$ cat src/verilog/status_mon_pkg.sv
// Constants and types shared by the processor status monitor files
package status_mon_pkg;

  typedef logic [7:0] byte_t;
  typedef logic [15:0] step_len_t;
  typedef logic [1:0] vid_mode_t;

  // Register offsets
  localparam byte_t THROTTLE_CURRENT_SHARE_OFS = 8'h67;
  localparam byte_t THROTTLE_AVERAGE_SHARE_OFS = 8'h68;
  localparam byte_t INPUT_LOW_LEVELS_OFS = 8'h6b;
  localparam byte_t VOLTAGE_IDENT_CAPTURE_OFS = 8'h6c;

  // Reset values and the unmapped read value
  localparam byte_t THROTTLE_CURRENT_SHARE_RST = 8'h00;
  localparam byte_t THROTTLE_AVERAGE_SHARE_RST = 8'h00;
  localparam byte_t VOLTAGE_IDENT_CAPTURE_RST = 8'h00;
  localparam byte_t UNMAPPED_READ_VALUE = 8'h00;

  // Voltage identification layouts
  localparam vid_mode_t VID_MODE_SIX_BIT = 2'h0;
  localparam vid_mode_t VID_MODE_SEVEN_BIT_EXT = 2'h1;
  localparam vid_mode_t VID_MODE_NEW_ONE = 2'h2;
  localparam vid_mode_t VID_MODE_NEW_TWO = 2'h3;

  // Throttle share scale: one interval holds this many steps
  localparam int SHARE_STEPS = 256;
  localparam byte_t LAST_STEP = 8'hff;
  localparam byte_t SHARE_MAX = 8'hff;
  localparam byte_t SHARE_MIN_NONZERO = 8'h01;

  // Timing
  localparam int CLK_PERIOD_NS = 10;
  localparam int VID_STABLE_NS = 600;
  localparam int VID_STABLE_CYCLES =
    (VID_STABLE_NS + CLK_PERIOD_NS - 1) / CLK_PERIOD_NS;
  localparam logic [6:0] VID_STABLE_COUNT = 7'(VID_STABLE_CYCLES);

endpackage

$ cat src/verilog/vid_filter_if.sv
// Carrier between the monitor top and its identification pin filter
`timescale 1ns/1ns
interface vid_filter_if;
  import status_mon_pkg::*;
  byte_t pins_synced;
  byte_t stable_code;

  modport filter (
    input pins_synced,
    output stable_code
  );
  modport user (
    output pins_synced,
    input stable_code
  );
endinterface

$ cat src/verilog/vid_stable_filter.sv
// Stability filter that captures identification pins once they settle
`timescale 1ns/1ns
module vid_stable_filter (
  input wire logic sys_clk,
  input wire logic srst,
  vid_filter_if.filter vif
);
  import status_mon_pkg::*;

  byte_t last_ff;
  byte_t nxt_last;
  byte_t code_ff;
  byte_t nxt_code;
  logic [6:0] stable_cnt_ff;
  logic [6:0] nxt_stable_cnt;

  ////////////////////////////////////////////////////////////////////////
  // Any change restarts the count, so a code crossing several bits at
  // different moments is never captured half way
  always_comb begin
    nxt_last = vif.pins_synced;
    nxt_stable_cnt = stable_cnt_ff;
    nxt_code = code_ff;
    if (vif.pins_synced != last_ff) begin
      nxt_stable_cnt = 7'h00;
    end else if (stable_cnt_ff < VID_STABLE_COUNT) begin
      nxt_stable_cnt = stable_cnt_ff + 7'h01;
    end
    if (vif.pins_synced == last_ff && stable_cnt_ff >= VID_STABLE_COUNT) begin
      nxt_code = last_ff;
    end
  end

  // State registers
  always_ff @(posedge sys_clk) begin
    if (srst) begin
      last_ff <= VOLTAGE_IDENT_CAPTURE_RST;
      code_ff <= VOLTAGE_IDENT_CAPTURE_RST;
      stable_cnt_ff <= 7'h00;
    end else begin
      last_ff <= nxt_last;
      code_ff <= nxt_code;
      stable_cnt_ff <= nxt_stable_cnt;
    end
  end

  assign vif.stable_code = code_ff;

  vid_settle_a: assert property (@(posedge sys_clk)
    disable iff (srst)
    !$stable(code_ff) |-> $past(stable_cnt_ff) >= VID_STABLE_COUNT)
    else $error("identification code changed before pins settled");

endmodule

$ cat src/verilog/processor_status_monitor.sv
// Processor throttle share, input level and identification readout
//
// Summary of operation
// - Each interval end loads current throttle share n, meaning n/256.
// - Writing current share keeps its value but restarts the interval.
// - Nonzero throttle time below one step reads 1; only none reads 0.
// - New average is old average plus new current share, halved.
// - Average updates on the same interval end as current share.
// - Input level bit i reads 1 while input i is low, unlatched.
// - Identification register layout follows one of four mode settings.
// - Six-bit mode: pins 5..0 in bits 5:0, bits 7:6 zero.
// - Seven-bit extended mode: pins 6..0 in bits 6:0, bit 7 zero.
// - First newer mode: pins 6..0 in bits 6:0, bit 7 zero.
// - Second newer mode: pins 7..1 in bits 7:1, bit 0 zero.
// - Identification register updates only after pins stay stable 600 ns.
`timescale 1ns/1ns
module processor_status_monitor (
  input wire logic sys_clk,
  input wire logic srst,
  input wire logic processor_throttle_input_n,
  input wire status_mon_pkg::byte_t gp_input_pins,
  input wire status_mon_pkg::byte_t cpu_voltage_ident_pins,
  input wire status_mon_pkg::vid_mode_t voltage_ident_mode,
  input wire status_mon_pkg::step_len_t throttle_step_cycles,
  input wire status_mon_pkg::byte_t reg_addr,
  input wire logic reg_wr,
  input wire logic reg_rd,
  input wire status_mon_pkg::byte_t reg_wdata,
  output status_mon_pkg::byte_t reg_rdata,
  output logic reg_rvalid
);
  import status_mon_pkg::*;
  // Checks below are all quiet while reset is held
  default disable iff (srst);

  ////////////////////////////////////////////////////////////////////////
  // Pin synchronisers: stage one feeds stage two only
  logic thr_meta_ff;
  logic thr_sync_ff;
  byte_t gpi_meta_ff;
  byte_t gpi_sync_ff;
  byte_t vid_meta_ff;
  byte_t vid_sync_ff;

  always_ff @(posedge sys_clk) begin
    if (srst) begin
      thr_meta_ff <= 1'b1;
      thr_sync_ff <= 1'b1;
      gpi_meta_ff <= 8'hff;
      gpi_sync_ff <= 8'hff;
      vid_meta_ff <= 8'h00;
      vid_sync_ff <= 8'h00;
    end else begin
      thr_meta_ff <= processor_throttle_input_n;
      thr_sync_ff <= thr_meta_ff;
      gpi_meta_ff <= gp_input_pins;
      gpi_sync_ff <= gpi_meta_ff;
      vid_meta_ff <= cpu_voltage_ident_pins;
      vid_sync_ff <= vid_meta_ff;
    end
  end

  ////////////////////////////////////////////////////////////////////////
  // Throttle measurement. An interval is 256 steps of throttle_step_cycles
  // each; active samples are divided by the step length with a running
  // sub-counter, which avoids a hardware divider.
  step_len_t step_len;
  step_len_t cyc_ff;
  step_len_t nxt_cyc;
  byte_t step_idx_ff;
  byte_t nxt_step_idx;
  step_len_t act_sub_ff;
  step_len_t nxt_act_sub;
  logic [8:0] act_share_ff;
  logic [8:0] nxt_act_share;
  logic any_act_ff;
  logic nxt_any_act;
  byte_t cur_ff;
  byte_t nxt_cur;
  byte_t avg_ff;
  byte_t nxt_avg;
  logic [8:0] acc_share;
  logic acc_any;
  logic restart;
  logic interval_end;
  byte_t share_final;

  // Zero step length behaves as one cycle per step
  assign step_len = (throttle_step_cycles == 16'h0000) ? 16'h0001 :
                    throttle_step_cycles;
  assign restart = reg_wr && reg_addr == THROTTLE_CURRENT_SHARE_OFS;
  assign interval_end = step_idx_ff == LAST_STEP &&
                        cyc_ff == step_len - 16'h0001;

  always_comb begin
    acc_share = act_share_ff;
    acc_any = any_act_ff;
    nxt_act_sub = act_sub_ff;
    // Low throttle sample counts as active time
    if (!thr_sync_ff) begin
      acc_any = 1'b1;
      if (act_sub_ff == step_len - 16'h0001) begin
        nxt_act_sub = 16'h0000;
        acc_share = act_share_ff + 9'h001;
      end else begin
        nxt_act_sub = act_sub_ff + 16'h0001;
      end
    end
    // Full interval gives 256; clamp to the register range
    if (acc_share[8]) begin
      share_final = SHARE_MAX;
    end else if (acc_share[7:0] == 8'h00 && acc_any) begin
      share_final = SHARE_MIN_NONZERO;
    end else begin
      share_final = acc_share[7:0];
    end
    nxt_act_share = acc_share;
    nxt_any_act = acc_any;
    nxt_cyc = cyc_ff + 16'h0001;
    nxt_step_idx = step_idx_ff;
    if (cyc_ff == step_len - 16'h0001) begin
      nxt_cyc = 16'h0000;
      nxt_step_idx = step_idx_ff + 8'h01;
    end
    nxt_cur = cur_ff;
    nxt_avg = avg_ff;
    if (restart) begin
      // Register keeps its value; only the capture starts over
      nxt_cyc = 16'h0000;
      nxt_step_idx = 8'h00;
      nxt_act_sub = 16'h0000;
      nxt_act_share = 9'h000;
      nxt_any_act = 1'b0;
    end else if (interval_end) begin
      nxt_cur = share_final;
      nxt_avg = 8'((9'(avg_ff) + 9'(share_final)) >> 1);
      nxt_act_sub = 16'h0000;
      nxt_act_share = 9'h000;
      nxt_any_act = 1'b0;
    end
  end

  // Throttle state registers
  always_ff @(posedge sys_clk) begin
    if (srst) begin
      cyc_ff <= 16'h0000;
      step_idx_ff <= 8'h00;
      act_sub_ff <= 16'h0000;
      act_share_ff <= 9'h000;
      any_act_ff <= 1'b0;
      cur_ff <= THROTTLE_CURRENT_SHARE_RST;
      avg_ff <= THROTTLE_AVERAGE_SHARE_RST;
    end else begin
      cyc_ff <= nxt_cyc;
      step_idx_ff <= nxt_step_idx;
      act_sub_ff <= nxt_act_sub;
      act_share_ff <= nxt_act_share;
      any_act_ff <= nxt_any_act;
      cur_ff <= nxt_cur;
      avg_ff <= nxt_avg;
    end
  end

  ////////////////////////////////////////////////////////////////////////
  // Identification capture through the stability filter
  vid_filter_if vif ();
  assign vif.pins_synced = vid_sync_ff;

  vid_stable_filter u_vid_filter (
    .sys_clk(sys_clk),
    .srst(srst),
    .vif(vif)
  );

  // Layout chosen at read time, so a mode change applies at once
  byte_t vid_layout;
  always_comb begin
    case (voltage_ident_mode)
      VID_MODE_SIX_BIT: begin
        vid_layout = {2'b00, vif.stable_code[5:0]};
      end
      VID_MODE_SEVEN_BIT_EXT: begin
        vid_layout = {1'b0, vif.stable_code[6:0]};
      end
      VID_MODE_NEW_ONE: vid_layout = {1'b0, vif.stable_code[6:0]};
      VID_MODE_NEW_TWO: vid_layout = {vif.stable_code[7:1], 1'b0};
      default: vid_layout = VOLTAGE_IDENT_CAPTURE_RST;
    endcase
  end

  ////////////////////////////////////////////////////////////////////////
  // Read port: data one cycle after the read strobe. Write data is
  // ignored since every register here is read only.
  byte_t nxt_rdata;
  logic nxt_rvalid;
  always_comb begin
    nxt_rvalid = reg_rd;
    nxt_rdata = reg_rdata;
    if (reg_rd) begin
      case (reg_addr)
        THROTTLE_CURRENT_SHARE_OFS: nxt_rdata = cur_ff;
        THROTTLE_AVERAGE_SHARE_OFS: nxt_rdata = avg_ff;
        INPUT_LOW_LEVELS_OFS: nxt_rdata = ~gpi_sync_ff;
        VOLTAGE_IDENT_CAPTURE_OFS: nxt_rdata = vid_layout;
        default: nxt_rdata = UNMAPPED_READ_VALUE;
      endcase
    end
  end

  // Read registers
  always_ff @(posedge sys_clk) begin
    if (srst) begin
      reg_rdata <= 8'h00;
      reg_rvalid <= 1'b0;
    end else begin
      reg_rdata <= nxt_rdata;
      reg_rvalid <= nxt_rvalid;
    end
  end

  ////////////////////////////////////////////////////////////////////////
  // Checks
  cur_hold_a: assert property (@(posedge sys_clk)
    !interval_end |=> $stable(cur_ff))
    else $error("current share changed outside an interval end");

  restart_keep_a: assert property (@(posedge sys_clk)
    restart |=> $stable(cur_ff) && cyc_ff == 16'h0000 && step_idx_ff == 8'h00
      && act_share_ff == 9'h000)
    else $error("write did not restart capture or altered share");

  min_one_a: assert property (@(posedge sys_clk)
    interval_end && !restart && (any_act_ff || !thr_sync_ff)
      |=> cur_ff != 8'h00)
    else $error("active time reported as zero");

  zero_idle_a: assert property (@(posedge sys_clk)
    interval_end && !restart && !any_act_ff && thr_sync_ff |=> cur_ff == 8'h00)
    else $error("idle interval reported nonzero");

  avg_update_a: assert property (@(posedge sys_clk)
    interval_end && !restart |=>
      avg_ff == 8'((9'($past(avg_ff)) + 9'(cur_ff)) >> 1))
    else $error("average share wrong");

  avg_sync_a: assert property (@(posedge sys_clk)
    !$stable(avg_ff) |-> $past(interval_end) && !$past(restart))
    else $error("average moved without current update");

  gpi_level_a: assert property (@(posedge sys_clk)
    reg_rd && reg_addr == INPUT_LOW_LEVELS_OFS |=>
      reg_rvalid && reg_rdata == ~$past(gpi_sync_ff))
    else $error("input level read wrong");

  vid_zero_a: assert property (@(posedge sys_clk)
    reg_rd && reg_addr == VOLTAGE_IDENT_CAPTURE_OFS
      && voltage_ident_mode == VID_MODE_SIX_BIT |=> reg_rdata[7:6] == 2'b00)
    else $error("six-bit layout upper bits not zero");

  vid_top_a: assert property (@(posedge sys_clk)
    reg_rd && reg_addr == VOLTAGE_IDENT_CAPTURE_OFS
      && (voltage_ident_mode == VID_MODE_SEVEN_BIT_EXT
      || voltage_ident_mode == VID_MODE_NEW_ONE) |=>
      reg_rdata == {1'b0, $past(vif.stable_code[6:0])})
    else $error("seven-bit layout wrong");

  vid_shift_a: assert property (@(posedge sys_clk)
    reg_rd && reg_addr == VOLTAGE_IDENT_CAPTURE_OFS
      && voltage_ident_mode == VID_MODE_NEW_TWO |=>
      reg_rdata == {$past(vif.stable_code[7:1]), 1'b0})
    else $error("second newer layout wrong");

endmodule

$ cat config.mk
export PLATFORM = sky130hd
export DESIGN_NAME = processor_status_monitor
export DESIGN_NICKNAME = d
export VERILOG_FILES = /design/src/verilog/status_mon_pkg.sv /design/src/verilog/vid_filter_if.sv /design/src/verilog/vid_stable_filter.sv /design/src/verilog/processor_status_monitor.sv
export SDC_FILE = /design/constraint.sdc
export NUM_CORES = 1
export LEC_CHECK = 0
export BUFFER_PORTS_ARGS = -buffer_cell sky130_fd_sc_hd__clkbuf_2
export CORE_ASPECT_RATIO = 1.1
export CORE_MARGIN = 5
export CORE_UTILIZATION = 59
export DETAILED_ROUTE_END_ITERATION = 8
export GPL_TIMING_DRIVEN = 0
export PLACE_DENSITY = 0.79
export SLEW_MARGIN = 20
export SYNTH_ARGS = -nofsm -noshare
export SYNTH_HDL_FRONTEND = slang
export SYNTH_SLANG_ARGS = --single-unit
$ cat constraint.sdc
create_clock -name sys_clk -period 7 [get_ports sys_clk]
set_input_delay 0.35 -clock sys_clk [delete_from_list [all_inputs] [get_ports sys_clk]]
set_output_delay 0.35 -clock sys_clk [all_outputs]
set_load 0.02 [all_outputs]
==> impl_results.md <==
* Mapped Avg Cell Area at 8.75 µm²
* Area share of the largest cell type after synthesis at 39.5%
* VDD IR max at ~0.21 mV
* Leak at 3.06 nW
* Critical Path RT at 7.36 ns
* CTS tree: built
* Async SR Flop Fraction at 0%
* Post-synthesis sequential area ratio at 39.5%
* Reg area at 2640 µm²
* Setup_tns at 0 ns
* Largest net degree at the start of global routing at 17
* Routed len/inst at approximately 16 µm
* Total gr overflow at 0
* CP max FO at 8
* Post-Place Worst Slack at between 0.9 and 1 ns
* Root Driver: clkbuf_16
* Initial drt markers at around 480
* Fin. max-slew vios at 0
* #FFs+latches synth at between 100 and 150
* Synth-to-Final Area Change at 15.6%
* Internal power at between 1 and 1.5 mW
* Final Skew at 0.0195 ns
* Area of the multi-input gates at 3830 µm²
* RSZ-0062 raised after global routing: false
* Final #Nets at between 900 and 1000
* Mapped Area at 6690 µm²
* Status: finished, final reports clean
* Post_cts resized at 0
* M2 GR Usage at between 40% and 50%
* Net Switching at between 0.4 and 0.5 mW
* Drt first pass iters at 5
* Worst-path clk slew at around 0.060 ns
* Share of cells above drive strength 1 at between 10 and 15%
* Minimum clock period at 5.89 ns
* Rows at 40
* Startpoint types: input port
* Cts hold-fix bufs at 0
* Hold Crit Class: in2reg
* Post-synth top flop: dfxtp_1
* Post-route clock period utilization at around 84%
* Synth area leader: dfxtp_1
* Seq pwr share at 44.0%
* Crit path setup slack, layout at between 1 and 1.5 ns
* Remaining DRCs at 0
* Routed wire length at around 15000 µm
* DPL Wire Length at 11500 µm
* GP Congestion at about 0.97
* Post-synth EDFFs at 0
* Slew @ Worst Pin at 0.884 ns
* Switching share of total power at between 20% and 30%
* M1 GR Usage at 26.5%
* Initial antenna violation count at 0
* Htree depth at 4
* Synth warnings at 0
* Endpoints failing setup at 0
* Setup crit end kind: flip-flop
* Routed Antenna Nets at 0
* Met3 Resource Use GR at under 10%
* Post-synth top cells: dfxtp_1, nor2_1, xnor2_1, xor2_1, nand2_1
* Setup repair bufs after CTS at 0
* Layout filler cell count at ~870
* Fmax at between 150 and 200 MHz
* Synth area leaders: dfxtp_1, xnor2_1, xor2_1, nor2_1, nor2b_1
* Die area at roughly 14000 µm²
* Die height at 122 µm
* Top Usage Layer GRT: met2
* Worst-Skew Late Latency at approximately 0.43 ns
* Max Cap Viol at 0
* Pwr Density at between 200 and 250 nW/µm²
* Crit path DAT at ~6.2 ns
* DR vias at about 5700
* GRT Total Usage at a little under a quarter
* First-pass GRT wire length at 25800 µm
* CTS buffer count at 17
* Vias per cell at roughly 5.7
* Path type of the worst setup path: in2reg
* Clock sink total at roughly 130
* Max clock buf depth at 2
* # IOs at 64
* Clock share of power at between 50 and 60%
* Synth cell types at 68
* N_diodes at 0
* Post-Syn Nets at approximately 840
* Core Area at 11000 µm²
* Final Hold Violating Endpoints at 0
* Rel. slew slack at 40.8%
* Port buffer count at between 50 and 60
* Comb pwr share at between 5 and 6%
* Initial Utilization at just over 60%
* Synthesized instance count at between 700 and 800
* Die X at approximately 110 µm
* Most frequent cell after synthesis: dfxtp_1
* Vias in the first global route at between 5000 and 6000
==> final cells by class <==
cell class	count	share of cell area [%]
clock buffer	20	5.91
sequential	132	34.2
buffer	31	1.78
clock inverter	12	1.86
inverter	20	0.971
tap	147	2.38
multi-input combinational	581	49.6
timing repair buffer	52	3.37
==> state kept, by name (all words and copies together), names as in the netlist, 7 cells and up <==
signal                        cells
act_sub_ff                       16
u_vid_filter.vif.stable_code      8
act_share_ff                      9
cyc_ff                           16
cur_ff                            8
gpi_sync_ff                       8
u_vid_filter.stable_cnt_ff        7
vid_meta_ff                       8
reg_rdata                         8
gpi_meta_ff                       8
avg_ff                            8
vid_sync_ff                       8
u_vid_filter.last_ff              8
step_idx_ff                       8
==> placed cells by master (no fill, tap or decap), types with 5 or more instances in the layout <==
cell and count:
nand3_1 35, o31ai_1 5, or2_2 23, clkbuf_2 52
a31oi_1 5, a221o_1 7, buf_2 5, a21o_1 7
or3_1 10, dfxtp_1 132, nor2b_1 42, nor2_1 104
mux2i_1 25, xnor2_1 46, nor4_1 10, nand2b_1 7
nand4_1 12, a21oi_1 26, o21ai_0 16, nand2_1 44
and3_1 15, clkbuf_1 23, clkbuf_16 17, inv_1 20
xor2_1 46, ha_1 16, nor3_1 10
==> routing by layer <==
layer	part of all wire, %	wire [µm]
met1	41	6280
met2	48	7450
met3	7.1	1090
met4	4.0	620
met5	0	0
==> final timing paths <==
kind | start | endpoint | slack, ns | cells past startpoint
worst max register to register | act_sub_ff[1] | avg_ff[6] | 2.70 | 16
worst min-delay path | gp_input_pins[4] | gpi_meta_ff[4] | 0.10 | 2
worst min register to register | gpi_meta_ff[4] | gpi_sync_ff[4] | 0.41 | 1
worst max-delay path | throttle_step_cycles[11] | avg_ff[6] | 1.11 | 23
==> worst max-delay path, cell delays in order <==
cell and delay (ns):
clkbuf_2 0.16, nor3_1 0.51, and2_1 0.21, clkbuf_1 0.27, a21o_1 0.28, inv_1 0.07, ha_1 0.23, xnor2_1 0.51
o211ai_1 0.15, a2111oi_0 0.46, nand4b_1 0.17, nor4_1 0.21, nand2_1 0.18, nor2_1 0.16, xnor2_1 0.29, nand2_1 0.17
ha_1 0.40, nand3_1 0.16, a311o_1 0.35, o2111a_1 0.17, o31ai_1 0.34, mux2_2 0.38, o21ai_2 0.05
==> power by group through the flow <==
stage          Sequential [mW]  Clock, mW  Combinational [mW]
2_1_floorplan            0.788          0              0.0639
3_3_place_gp             0.789          0              0.0972
3_5_place_dp             0.790          0               0.101
4_1_cts                  0.774      0.898               0.102
5_1_grt                  0.775      0.936               0.112
6_report                 0.774      0.882               0.103
==> per-stage QoR <==
stage / instances / util [%] / instance area [µm²] / total power [mW] / hold slack [ns]
2_1_floorplan: 764 / - / 6690 / 0.851 / 0.389
3_3_place_gp: 963 / 64.8 / 7130 / 0.886 / 0.393
3_5_place_dp: 963 / 64.8 / 7130 / 0.891 / 0.397
4_1_cts: 995 / 70.2 / 7730 / 1.77 / 0.0946
5_1_grt: 995 / 70.2 / 7730 / 1.82 / 0.0956
6_report: 995 / 70.2 / 7730 / 1.76 / 0.105
==> kinds of logic (layout without fill, tap and decap cells) <==
kind of cell	Yosys count	in the layout	share of synthesized area, %
XOR/XNOR	93	93	12.4
flip-flops	132	132	39.5
AO/OA/AOI/OAI	97	97	9.95
AND/OR/NAND/NOR	347	347	27.6
buffers and inverters	51	135	3.18
multiplexers	27	27	4.08
adder cells (fa/ha/maj)	17	17	3.29
Power figures use the tool's default switching activity.
